===== src/hw/power_alarm_cfg.svh =====
// Purpose: Offsets, reset values and field layouts of the power-mode and alarm registers
// Assumes: 15-bit register addresses, 8-bit register data
// Notes: Definitions only
`ifndef POWER_ALARM_CFG_SVH
`define POWER_ALARM_CFG_SVH

// ***************************************************
// Register offsets
// ***************************************************
`define ADDR_POWER_SETTING_B 15'h029a
`define ADDR_POWER_SETTING_C 15'h029b
`define ADDR_POWER_SETTING_D 15'h029c
`define ADDR_ALARM_SUMMARY 15'h02c0
`define ADDR_ALARM_EVENT_FLAGS 15'h02c1
`define ADDR_ALARM_MASK_BITS 15'h02c2
`define ADDR_STATUS_PIN_SELECT 15'h02cf

// ***************************************************
// Reset values
// ***************************************************
`define RESET_POWER_SETTING_B 8'h0f
`define RESET_POWER_SETTING_C 8'h04
`define RESET_POWER_SETTING_D 8'h1b
`define RESET_ALARM_FLAGS 6'h3f
`define RESET_ALARM_MASK 8'h3f
`define RESET_STATUS_PIN_SELECT 1'h0

// ***************************************************
// Mode codes
// ***************************************************
`define CODE_B_LOW 8'h06
`define CODE_B_HIGH 8'h0f
`define CODE_C_LOW 8'h00
`define CODE_C_HIGH 8'h04
`define CODE_D_LOW 8'h14
`define CODE_D_HIGH 8'h1b

// ***************************************************
// Field layouts
// ***************************************************
`define ALARM_HW_BITS 6'h3d
`define ALARM_REALIGN_BIT 2
`define SERIAL_FRAME_BITS 5'h18
`define SERIAL_HEADER_BITS 5'h10
`define SERIAL_LAST_HEADER_BIT 5'h0f
`define SERIAL_LAST_BIT 5'h17

`endif


===== src/hw/power_alarm_pkg.sv =====
// Purpose: Types shared by the power-mode and alarm register bank
// Assumes: Constants live in power_alarm_cfg.svh
// Notes: None
package power_alarm_pkg;

	// Combined operating mode seen from the three setting registers
	typedef enum logic [1:0] {
		MODE_LOW,
		MODE_HIGH,
		MODE_RESERVED
	} power_mode_t;

endpackage


===== src/hw/sync_2ff.sv =====
// Purpose: Two flip-flop synchroniser for pin inputs
// Assumes: Inputs are asynchronous to clk
// Notes: First stage is read only by the second stage
`timescale 1ns/10ps

module sync_2ff #(
	parameter int W = 1
) (
	input wire logic clk,
	input wire logic reset,
	input wire logic [W-1:0] asyncIn,
	output logic [W-1:0] syncOut
);

	logic [W-1:0] stage1;
	logic [W-1:0] next_stage1;
	logic [W-1:0] next_syncOut;

	// Next values of both stages
	always_comb begin
		next_stage1 = asyncIn;
		next_syncOut = stage1;
	end

	// Metastability guard
	always_ff @(posedge clk) begin
		if (reset) begin
			stage1 <= '0;
			syncOut <= '0;
		end else begin
			stage1 <= next_stage1;
			syncOut <= next_syncOut;
		end
	end

endmodule


===== src/hw/power_alarm_regs.sv =====
// Purpose: Power-mode setting registers and alarm summary behind the serial control port
// Assumes: Serial port mode 0, 24-bit frames, clk much faster than the serial clock
// Notes: Frame is read flag, 15-bit address, 8 data bits, most significant first
`timescale 1ns/10ps
`include "power_alarm_cfg.svh"

module power_alarm_regs (
	input wire logic clk,
	input wire logic reset,
	input wire logic serialClk,
	input wire logic serialSelectN,
	input wire logic serialDataIn,
	input wire logic [5:0] alarmEvent,
	output logic serialDataOut,
	output logic serialDataOutEn,
	output logic statusOutputPin,
	output power_alarm_pkg::power_mode_t powerMode
);

	// ***************************************************
	// Pin synchronisation
	// ***************************************************
	logic [2:0] pinSync;
	logic sclkS;
	logic selNS;
	logic sdiS;

	sync_2ff #(.W(3)) u_pin_sync (
		.clk(clk),
		.reset(reset),
		.asyncIn({serialClk, serialSelectN, serialDataIn}),
		.syncOut(pinSync)
	);

	assign sclkS = pinSync[2];
	assign selNS = pinSync[1];
	assign sdiS = pinSync[0];

	// ***************************************************
	// Serial frame engine
	// ***************************************************
	logic sclkPrev, next_sclkPrev;
	logic [4:0] bitCnt, next_bitCnt;
	logic [14:0] shiftIn, next_shiftIn;
	logic cmdRead, next_cmdRead;
	logic [14:0] cmdAddr, next_cmdAddr;
	logic [7:0] outShift, next_outShift;
	logic next_serialDataOut, next_serialDataOutEn;
	logic wrStrobe;
	logic [7:0] wrData;
	logic rise, fall;

	logic [7:0] powerB, powerC, powerD, maskBits;
	logic [5:0] flags;
	logic summary, pinSelect;

	// Register read mux, unmapped places and bits above the summary, flags and pin select fields read zero
	function automatic logic [7:0] readMux(input logic [14:0] a, input logic [7:0] b, input logic [7:0] c,
		input logic [7:0] d, input logic s, input logic [5:0] f, input logic [7:0] m, input logic p);
		logic [7:0] r;
		r = 8'h00;
		case (a)
			`ADDR_POWER_SETTING_B: r = b;
			`ADDR_POWER_SETTING_C: r = c;
			`ADDR_POWER_SETTING_D: r = d;
			`ADDR_ALARM_SUMMARY: r = {7'h00, s};
			`ADDR_ALARM_EVENT_FLAGS: r = {2'h0, f};
			`ADDR_ALARM_MASK_BITS: r = m;
			`ADDR_STATUS_PIN_SELECT: r = {7'h00, p};
			default: r = 8'h00;
		endcase
		return r;
	endfunction

	assign rise = sclkS & ~sclkPrev;
	assign fall = ~sclkS & sclkPrev;

	// Shift in on rising edges, shift read data out on falling edges
	always_comb begin
		next_sclkPrev = sclkS;
		next_bitCnt = bitCnt;
		next_shiftIn = shiftIn;
		next_cmdRead = cmdRead;
		next_cmdAddr = cmdAddr;
		next_outShift = outShift;
		next_serialDataOut = serialDataOut;
		next_serialDataOutEn = 1'b0;
		wrStrobe = 1'b0;
		wrData = {shiftIn[6:0], sdiS};
		if (selNS) begin
			// Deselect aborts any partial frame, nothing is written
			next_bitCnt = 5'h00;
			next_serialDataOut = 1'b0;
		end else begin
			next_serialDataOutEn = cmdRead && (bitCnt >= `SERIAL_HEADER_BITS);
			if (rise && bitCnt < `SERIAL_FRAME_BITS) begin
				next_bitCnt = bitCnt + 5'h01;
				next_shiftIn = {shiftIn[13:0], sdiS};
				if (bitCnt == `SERIAL_LAST_HEADER_BIT) begin
					// Shifter is as wide as the address, so the read flag is taken before the last address bit pushes it out
					next_cmdRead = shiftIn[14];
					next_cmdAddr = {shiftIn[13:0], sdiS};
					next_outShift = readMux(next_cmdAddr, powerB, powerC, powerD, summary, flags, maskBits,
						pinSelect);
				end
				wrStrobe = (bitCnt == `SERIAL_LAST_BIT) && !cmdRead;
			end else if (fall && cmdRead && bitCnt >= `SERIAL_HEADER_BITS) begin
				next_serialDataOut = outShift[7];
				next_outShift = {outShift[6:0], 1'b0};
			end
		end
	end

	always_ff @(posedge clk) begin
		if (reset) begin
			sclkPrev <= 1'b0;
			bitCnt <= 5'h00;
			shiftIn <= 15'h0000;
			cmdRead <= 1'b0;
			cmdAddr <= 15'h0000;
			outShift <= 8'h00;
			serialDataOut <= 1'b0;
			serialDataOutEn <= 1'b0;
		end else begin
			sclkPrev <= next_sclkPrev;
			bitCnt <= next_bitCnt;
			shiftIn <= next_shiftIn;
			cmdRead <= next_cmdRead;
			cmdAddr <= next_cmdAddr;
			outShift <= next_outShift;
			serialDataOut <= next_serialDataOut;
			serialDataOutEn <= next_serialDataOutEn;
		end
	end

	// ***************************************************
	// Register bank
	// ***************************************************
	logic [7:0] next_powerB, next_powerC, next_powerD, next_maskBits;
	logic [5:0] next_flags, clearBits;
	logic next_summary, next_pinSelect, next_statusOutputPin;
	logic unmaskedAny;
	power_alarm_pkg::power_mode_t next_powerMode;
	logic lowB, lowC, lowD, highB, highC, highD;

	// Any reserved code in any register makes the combined mode reserved
	always_comb begin
		lowB = (powerB == `CODE_B_LOW);
		highB = (powerB == `CODE_B_HIGH);
		lowC = (powerC == `CODE_C_LOW);
		highC = (powerC == `CODE_C_HIGH);
		lowD = (powerD == `CODE_D_LOW);
		highD = (powerD == `CODE_D_HIGH);
		if (lowB && lowC && lowD) begin
			next_powerMode = power_alarm_pkg::MODE_LOW;
		end else if (highB && highC && highD) begin
			next_powerMode = power_alarm_pkg::MODE_HIGH;
		end else begin
			next_powerMode = power_alarm_pkg::MODE_RESERVED;
		end
	end

	// Writes, flag set and clear, summary
	always_comb begin
		next_powerB = powerB;
		next_powerC = powerC;
		next_powerD = powerD;
		next_maskBits = maskBits;
		next_pinSelect = pinSelect;
		clearBits = 6'h00;
		if (wrStrobe) begin
			case (cmdAddr)
				`ADDR_POWER_SETTING_B: next_powerB = wrData;
				`ADDR_POWER_SETTING_C: next_powerC = wrData;
				`ADDR_POWER_SETTING_D: next_powerD = wrData;
				`ADDR_ALARM_EVENT_FLAGS: clearBits = wrData[5:0];
				`ADDR_ALARM_MASK_BITS: next_maskBits = wrData;
				`ADDR_STATUS_PIN_SELECT: next_pinSelect = wrData[0];
				default: clearBits = 6'h00;
			endcase
		end
		// Set wins over a clear landing in the same cycle
		next_flags = (flags & ~clearBits) | (alarmEvent & `ALARM_HW_BITS);
		// Reserved flag never reaches the summary
		unmaskedAny = |(flags & ~maskBits[5:0] & `ALARM_HW_BITS);
		next_summary = unmaskedAny;
		next_statusOutputPin = pinSelect & unmaskedAny;
	end

	always_ff @(posedge clk) begin
		if (reset) begin
			powerB <= `RESET_POWER_SETTING_B;
			powerC <= `RESET_POWER_SETTING_C;
			powerD <= `RESET_POWER_SETTING_D;
			maskBits <= `RESET_ALARM_MASK;
			flags <= `RESET_ALARM_FLAGS;
			pinSelect <= `RESET_STATUS_PIN_SELECT;
			summary <= 1'b0;
			statusOutputPin <= 1'b0;
			powerMode <= power_alarm_pkg::MODE_HIGH;
		end else begin
			powerB <= next_powerB;
			powerC <= next_powerC;
			powerD <= next_powerD;
			maskBits <= next_maskBits;
			flags <= next_flags;
			pinSelect <= next_pinSelect;
			summary <= next_summary;
			statusOutputPin <= next_statusOutputPin;
			powerMode <= next_powerMode;
		end
	end

	// ***************************************************
	// Assertions
	// ***************************************************
	property p_codeB;
		@(posedge clk) disable iff (reset)
		(powerB != `CODE_B_LOW && powerB != `CODE_B_HIGH) |=> powerMode == power_alarm_pkg::MODE_RESERVED;
	endproperty
	a_codeB: assert property (p_codeB) else $error("reserved b code not flagged");

	property p_codeC;
		@(posedge clk) disable iff (reset)
		(powerC != `CODE_C_LOW && powerC != `CODE_C_HIGH) |=> powerMode == power_alarm_pkg::MODE_RESERVED;
	endproperty
	a_codeC: assert property (p_codeC) else $error("reserved c code not flagged");

	property p_codeLow;
		@(posedge clk) disable iff (reset)
		(powerB == `CODE_B_LOW && powerC == `CODE_C_LOW && powerD == `CODE_D_LOW)
			|=> powerMode == power_alarm_pkg::MODE_LOW;
	endproperty
	a_codeLow: assert property (p_codeLow) else $error("low codes not decoded");

	property p_resetHigh;
		@(posedge clk) disable iff (reset)
		$past(reset) |-> (powerB == `CODE_B_HIGH && powerC == `CODE_C_HIGH && powerD == `CODE_D_HIGH
			&& maskBits == `RESET_ALARM_MASK && flags == `RESET_ALARM_FLAGS);
	endproperty
	a_resetHigh: assert property (p_resetHigh) else $error("wrong reset values");

	property p_summary;
		@(posedge clk) disable iff (reset)
		##1 summary == $past(|(flags & ~maskBits[5:0] & `ALARM_HW_BITS));
	endproperty
	a_summary: assert property (p_summary) else $error("summary does not match flags");

	property p_masked;
		@(posedge clk) disable iff (reset)
		((maskBits[5:0] & `ALARM_HW_BITS) == `ALARM_HW_BITS) [*2] |-> !summary;
	endproperty
	a_masked: assert property (p_masked) else $error("masked alarm reached summary");

	property p_pin;
		@(posedge clk) disable iff (reset)
		##1 statusOutputPin == ($past(pinSelect) && summary);
	endproperty
	a_pin: assert property (p_pin) else $error("status pin disagrees with summary");

	property p_realign;
		@(posedge clk) disable iff (reset)
		alarmEvent[`ALARM_REALIGN_BIT] |=> flags[`ALARM_REALIGN_BIT];
	endproperty
	a_realign: assert property (p_realign) else $error("realignment flag lost");

	property p_clear;
		@(posedge clk) disable iff (reset)
		(wrStrobe && cmdAddr == `ADDR_ALARM_EVENT_FLAGS && wrData[0] && !alarmEvent[0]) |=> !flags[0] ##1 (!summary
			|| maskBits[5:2] != 4'hf);
	endproperty
	a_clear: assert property (p_clear) else $error("write one did not clear flag");

endmodule


===== config.mk =====
export PLATFORM = sky130hd
export DESIGN_NAME = power_alarm_regs
export DESIGN_NICKNAME = d
export VERILOG_FILES = /design/src/hw/power_alarm_pkg.sv /design/src/hw/sync_2ff.sv /design/src/hw/power_alarm_regs.sv
export VERILOG_INCLUDE_DIRS = /design/src /design/src/hw
export SDC_FILE = /design/constraint.sdc
export NUM_CORES = 1
export LEC_CHECK = 0
export BUFFER_PORTS_ARGS = -buffer_cell sky130_fd_sc_hd__buf_4
export CAP_MARGIN = 25
export CELL_PAD_IN_SITES_DETAIL_PLACEMENT = 2
export CELL_PAD_IN_SITES_GLOBAL_PLACEMENT = 2
export CORE_MARGIN = 4
export CORE_UTILIZATION = 43
export DETAILED_ROUTE_END_ITERATION = 6
export PLACE_DENSITY_LB_ADDON = 0.25
export RECOVER_POWER = 25
export SYNTH_ARGS = -nofsm -noshare
export SYNTH_HDL_FRONTEND = slang
export SYNTH_SLANG_ARGS = --single-unit
export TNS_END_PERCENT = 100

===== constraint.sdc =====
create_clock -name clk -period 5.7 [get_ports clk]
set_input_delay 0.285 -clock clk [delete_from_list [all_inputs] [get_ports clk]]
set_output_delay 0.285 -clock clk [all_outputs]
set_load 0.05 [all_outputs]

==> impl_metrics.json <==
{
  "outcome": "completed",
  "antenna_found_initial": 0,
  "setup_failing_eps_final": 0,
  "core_area_um2": 9370,
  "rsz0062_at_grt": "false",
  "num-fill-cells": 1041,
  "cts.repair_timing.setup_buffer_count": 0,
  "finalWirelength_um": 11600,
  "overall_power_mw": 1.19,
  "fp.dieArea_um2": 11400,
  "tritoncts_clock_tree": "done",
  "postRouteAntennaNets": 0,
  "power_density_nw_per_um2": 262,
  "fin_skew_ns": 0.0121,
  "maxSlewHeadroom_pct": 16.1,
  "synthMostInstantiatedCell": "dfxtp_1",
  "maxSlewViolCount": 0,
  "finalNetCount": 449,
  "initial_utilization_pct": 44.9,
  "max_cap_violations": 0,
  "wire_per_inst_um": 20.5,
  "critical_path.endpoint_type": "flop",
  "cts_root_buf": "clkbuf_8",
  "seq_area_frac_synth_pct": 45.6,
  "final.hold.worst_slack_ns": 0.0943,
  "ctsHtreeMaxLevel": 3,
  "min_period_over_period_pct": 47.5,
  "dp_hpwl_um": 7810,
  "ys.warnings.count": 0,
  "rows": 35,
  "transition_time_at_the_pin_with_the_least_slew_margin_ns": 1.26,
  "global_route.overflow_total": 0,
  "synth_largest_type_area_fraction_pct": 45.6,
  "final-hold-violation-count": 0,
  "max_freq_mhz": 370,
  "clock_sinks": 96,
  "grt_first_pass_wirelength_um": 19700,
  "place_congestion": 0.738,
  "drc": 0,
  "synth.top_cells.by_count": "dfxtp_1 (96), mux2i_1 (68), nor2_1 (60)",
  "drt-pass1-iter-count": 4,
  "dieHeight_um": 107,
  "net-switching-power_uw": 272,
  "syn-cell-area_um2": 4210,
  "power.sequential.fraction_pct": 57.0,
  "power_switching_share_pct": 23.0,
  "cts_buffers": 9,
  "ff2ff_path_depth": 6,
  "fp.dieW_um": 107,
  "via_per_inst": 5.74,
  "floorplan.io_pins": 16,
  "synthesis.nets": 447,
  "number_of_distinct_library_cell_variants_in_the_gate_level_netlist_after_synthesis": 57,
  "power_frac_comb_pct": 2.9,
  "timing.hold.worst_path_depth": 2,
  "drt_first_iter_violations": 161,
  "worstPathRequired_ns": 5.92,
  "grt_max_degree": 75,
  "timing.critical_path.fanout_max": 17,
  "synth-main-ff-cell": "dfxtp_1",
  "power_leakage_nw": 1.89,
  "route.vias.total": 3268,
  "number_of_flops_mapped_to_enable_cells_by_yosys": 0,
  "insertedDiodeCount": 0,
  "via_count_of_the_first_global_routing_pass": 3642,
  "async_reset_ff_share_pct": 0,
  "clk_latency_ns": 0.37,
  "worst_setup_hold_path_clk_slew_ns": 0.09,
  "timing.critical_path.arrival_ns": 2.92,
  "cellInternalPower_uw": 913,
  "post_cts_resized": 0,
  "cts_hold_buf": 0,
  "worst_ir_drop_vdd_v": 0.000114,
  "worst_hold_path_type": "input pin to flop",
  "placement.io_buffers": 14,
  "avgSynthCellArea_um2": 9.73,
  "gr-usage-all-layers_pct": 21.9,
  "cts-root-to-sink-buffers": 2,
  "layout-drive-gt1-share_pct": 10.5,
  "setup-tns-final_ns": 0,
  "power_frac_clock_pct": 40.0,
  "timing.critical_path.from_type": "flop",
  "period_minus_slack_ns": 2.71,
  "ys_ff_latch": 96,
  "syn_inst": 433,
  "worst-setup-path-type": "flop to flop",
  "dominant_cell_type_by_area_after_synthesis": "dfxtp_1",
  "synthTopCellsByArea": "dfxtp_1 (46%), mux2i_1 (16%), nor2_1 (5.3%), nand2_1 (3.5%), nor2b_1 (1.6%)",
  "syn_to_final_growth_pct": 7.58
}
power by group through the flow:
stage          clock [mW]  sequential (mW)  combinational [mW]
4_1_cts             0.485            0.676              0.0357
3_5_place_dp            0            0.692              0.0354
3_3_place_gp            0            0.691              0.0344
6_report            0.475            0.676              0.0349
5_1_grt             0.518            0.677              0.0384
2_1_floorplan           0            0.691              0.0249
layout by cell type, fill, tap and decap left out, drive strengths merged, types with 3 or more instances in the layout:
master | synthesis | layout
o221ai | 7 | 7
nor2b | 11 | 11
and3 | 11 | 11
nand2b | 3 | 3
nor4b | 3 | 3
a22oi | 6 | 6
dfxtp | 96 | 96
nor3b | 4 | 4
o2bb2ai | 7 | 7
a211o | 5 | 5
ha | 3 | 3
nand2 | 39 | 39
mux2i | 68 | 68
nand4b | 4 | 4
buf | 8 | 11
nand4 | 9 | 9
inv | 8 | 9
clkbuf | 17 | 18
a21oi | 13 | 13
nor4 | 7 | 7
or4 | 4 | 4
nor2 | 60 | 60
o211ai | 3 | 3
registers in the layout, summed over array words and instances, names as in the netlist, 2 cells and up:
signal,count
cmdAddr,15
powerC,8
shiftIn,15
powerB,8
powerMode,2
flags,6
bitCnt,5
u_pin_sync.next_syncOut,3
maskBits,8
u_pin_sync.syncOut,3
outShift,8
powerD,8
area by class of cell:
cell class	count	area, um^2	share of cell area, %
Clock inverter	4	51.3	1.13
Timing Repair Buffer	17	105	2.32
Inverter	9	33.8	0.746
Multi-Input combinational cell	302	2100	46.4
Sequential cell	96	1920	42.4
Clock buffer	12	155	3.42
Tap cell	129	161	3.56
worst max-delay path, cell delays in order (launching register included):
cell	delay, ns
dfxtp_1	0.34
nand2b_1	0.19
nor3b_1	0.21
clkbuf_1	0.95
a21oi_2	0.32
a222oi_1	0.43
a211oi_1	0.13
routing by layer:
metal | GRT usage (%) | vias to the layer above | wire [um]
met3 | 4.46 | 16 | 252
met4 | 5.48 | 0 | 172
li1 | - | 1554 | -
met1 | 28.0 | 1658 | 5380
met5 | 0 | - | 0
met2 | 37.6 | 40 | 5830
cell families (layout without fill, tap and decap cells):
logic type | count (synthesis) | count (layout) | share of synthesized area (%)
AOI/OAI and AO/OA | 53 | 53 | 9.39
xor gates and xnor gates | 3 | 3 | 0.624
adders and majority gates | 3 | 3 | 0.891
buffers and inverters | 35 | 42 | 4.46
DFF | 96 | 96 | 45.6
muxes | 68 | 68 | 16.2
and+or+nand+nor | 175 | 175 | 22.8
path summary, 6_finish.rpt:
path	to	slack, ns	startpoint
hold / removal	flags[2]	0.09	alarmEvent[2]
setup / recovery	outShift[0]	2.99	sclkPrev
setup reg to reg	outShift[0]	2.99	sclkPrev
hold reg to reg	u_pin_sync.syncOut[1]	0.46	u_pin_sync.next_syncOut[1]
through the flow:
stage	utilization, %	cells	area, um^2	worst slack [ns]
after floorplan	-	433	4210	3.79
after global placement	46.4	553	4350	3.29
after detailed placement	46.4	553	4350	3.24
after CTS	48.6	569	4560	3.20
after global routing	48.3	569	4530	2.80
final	48.3	569	4530	2.99
(Power assumes the default switching activity.)
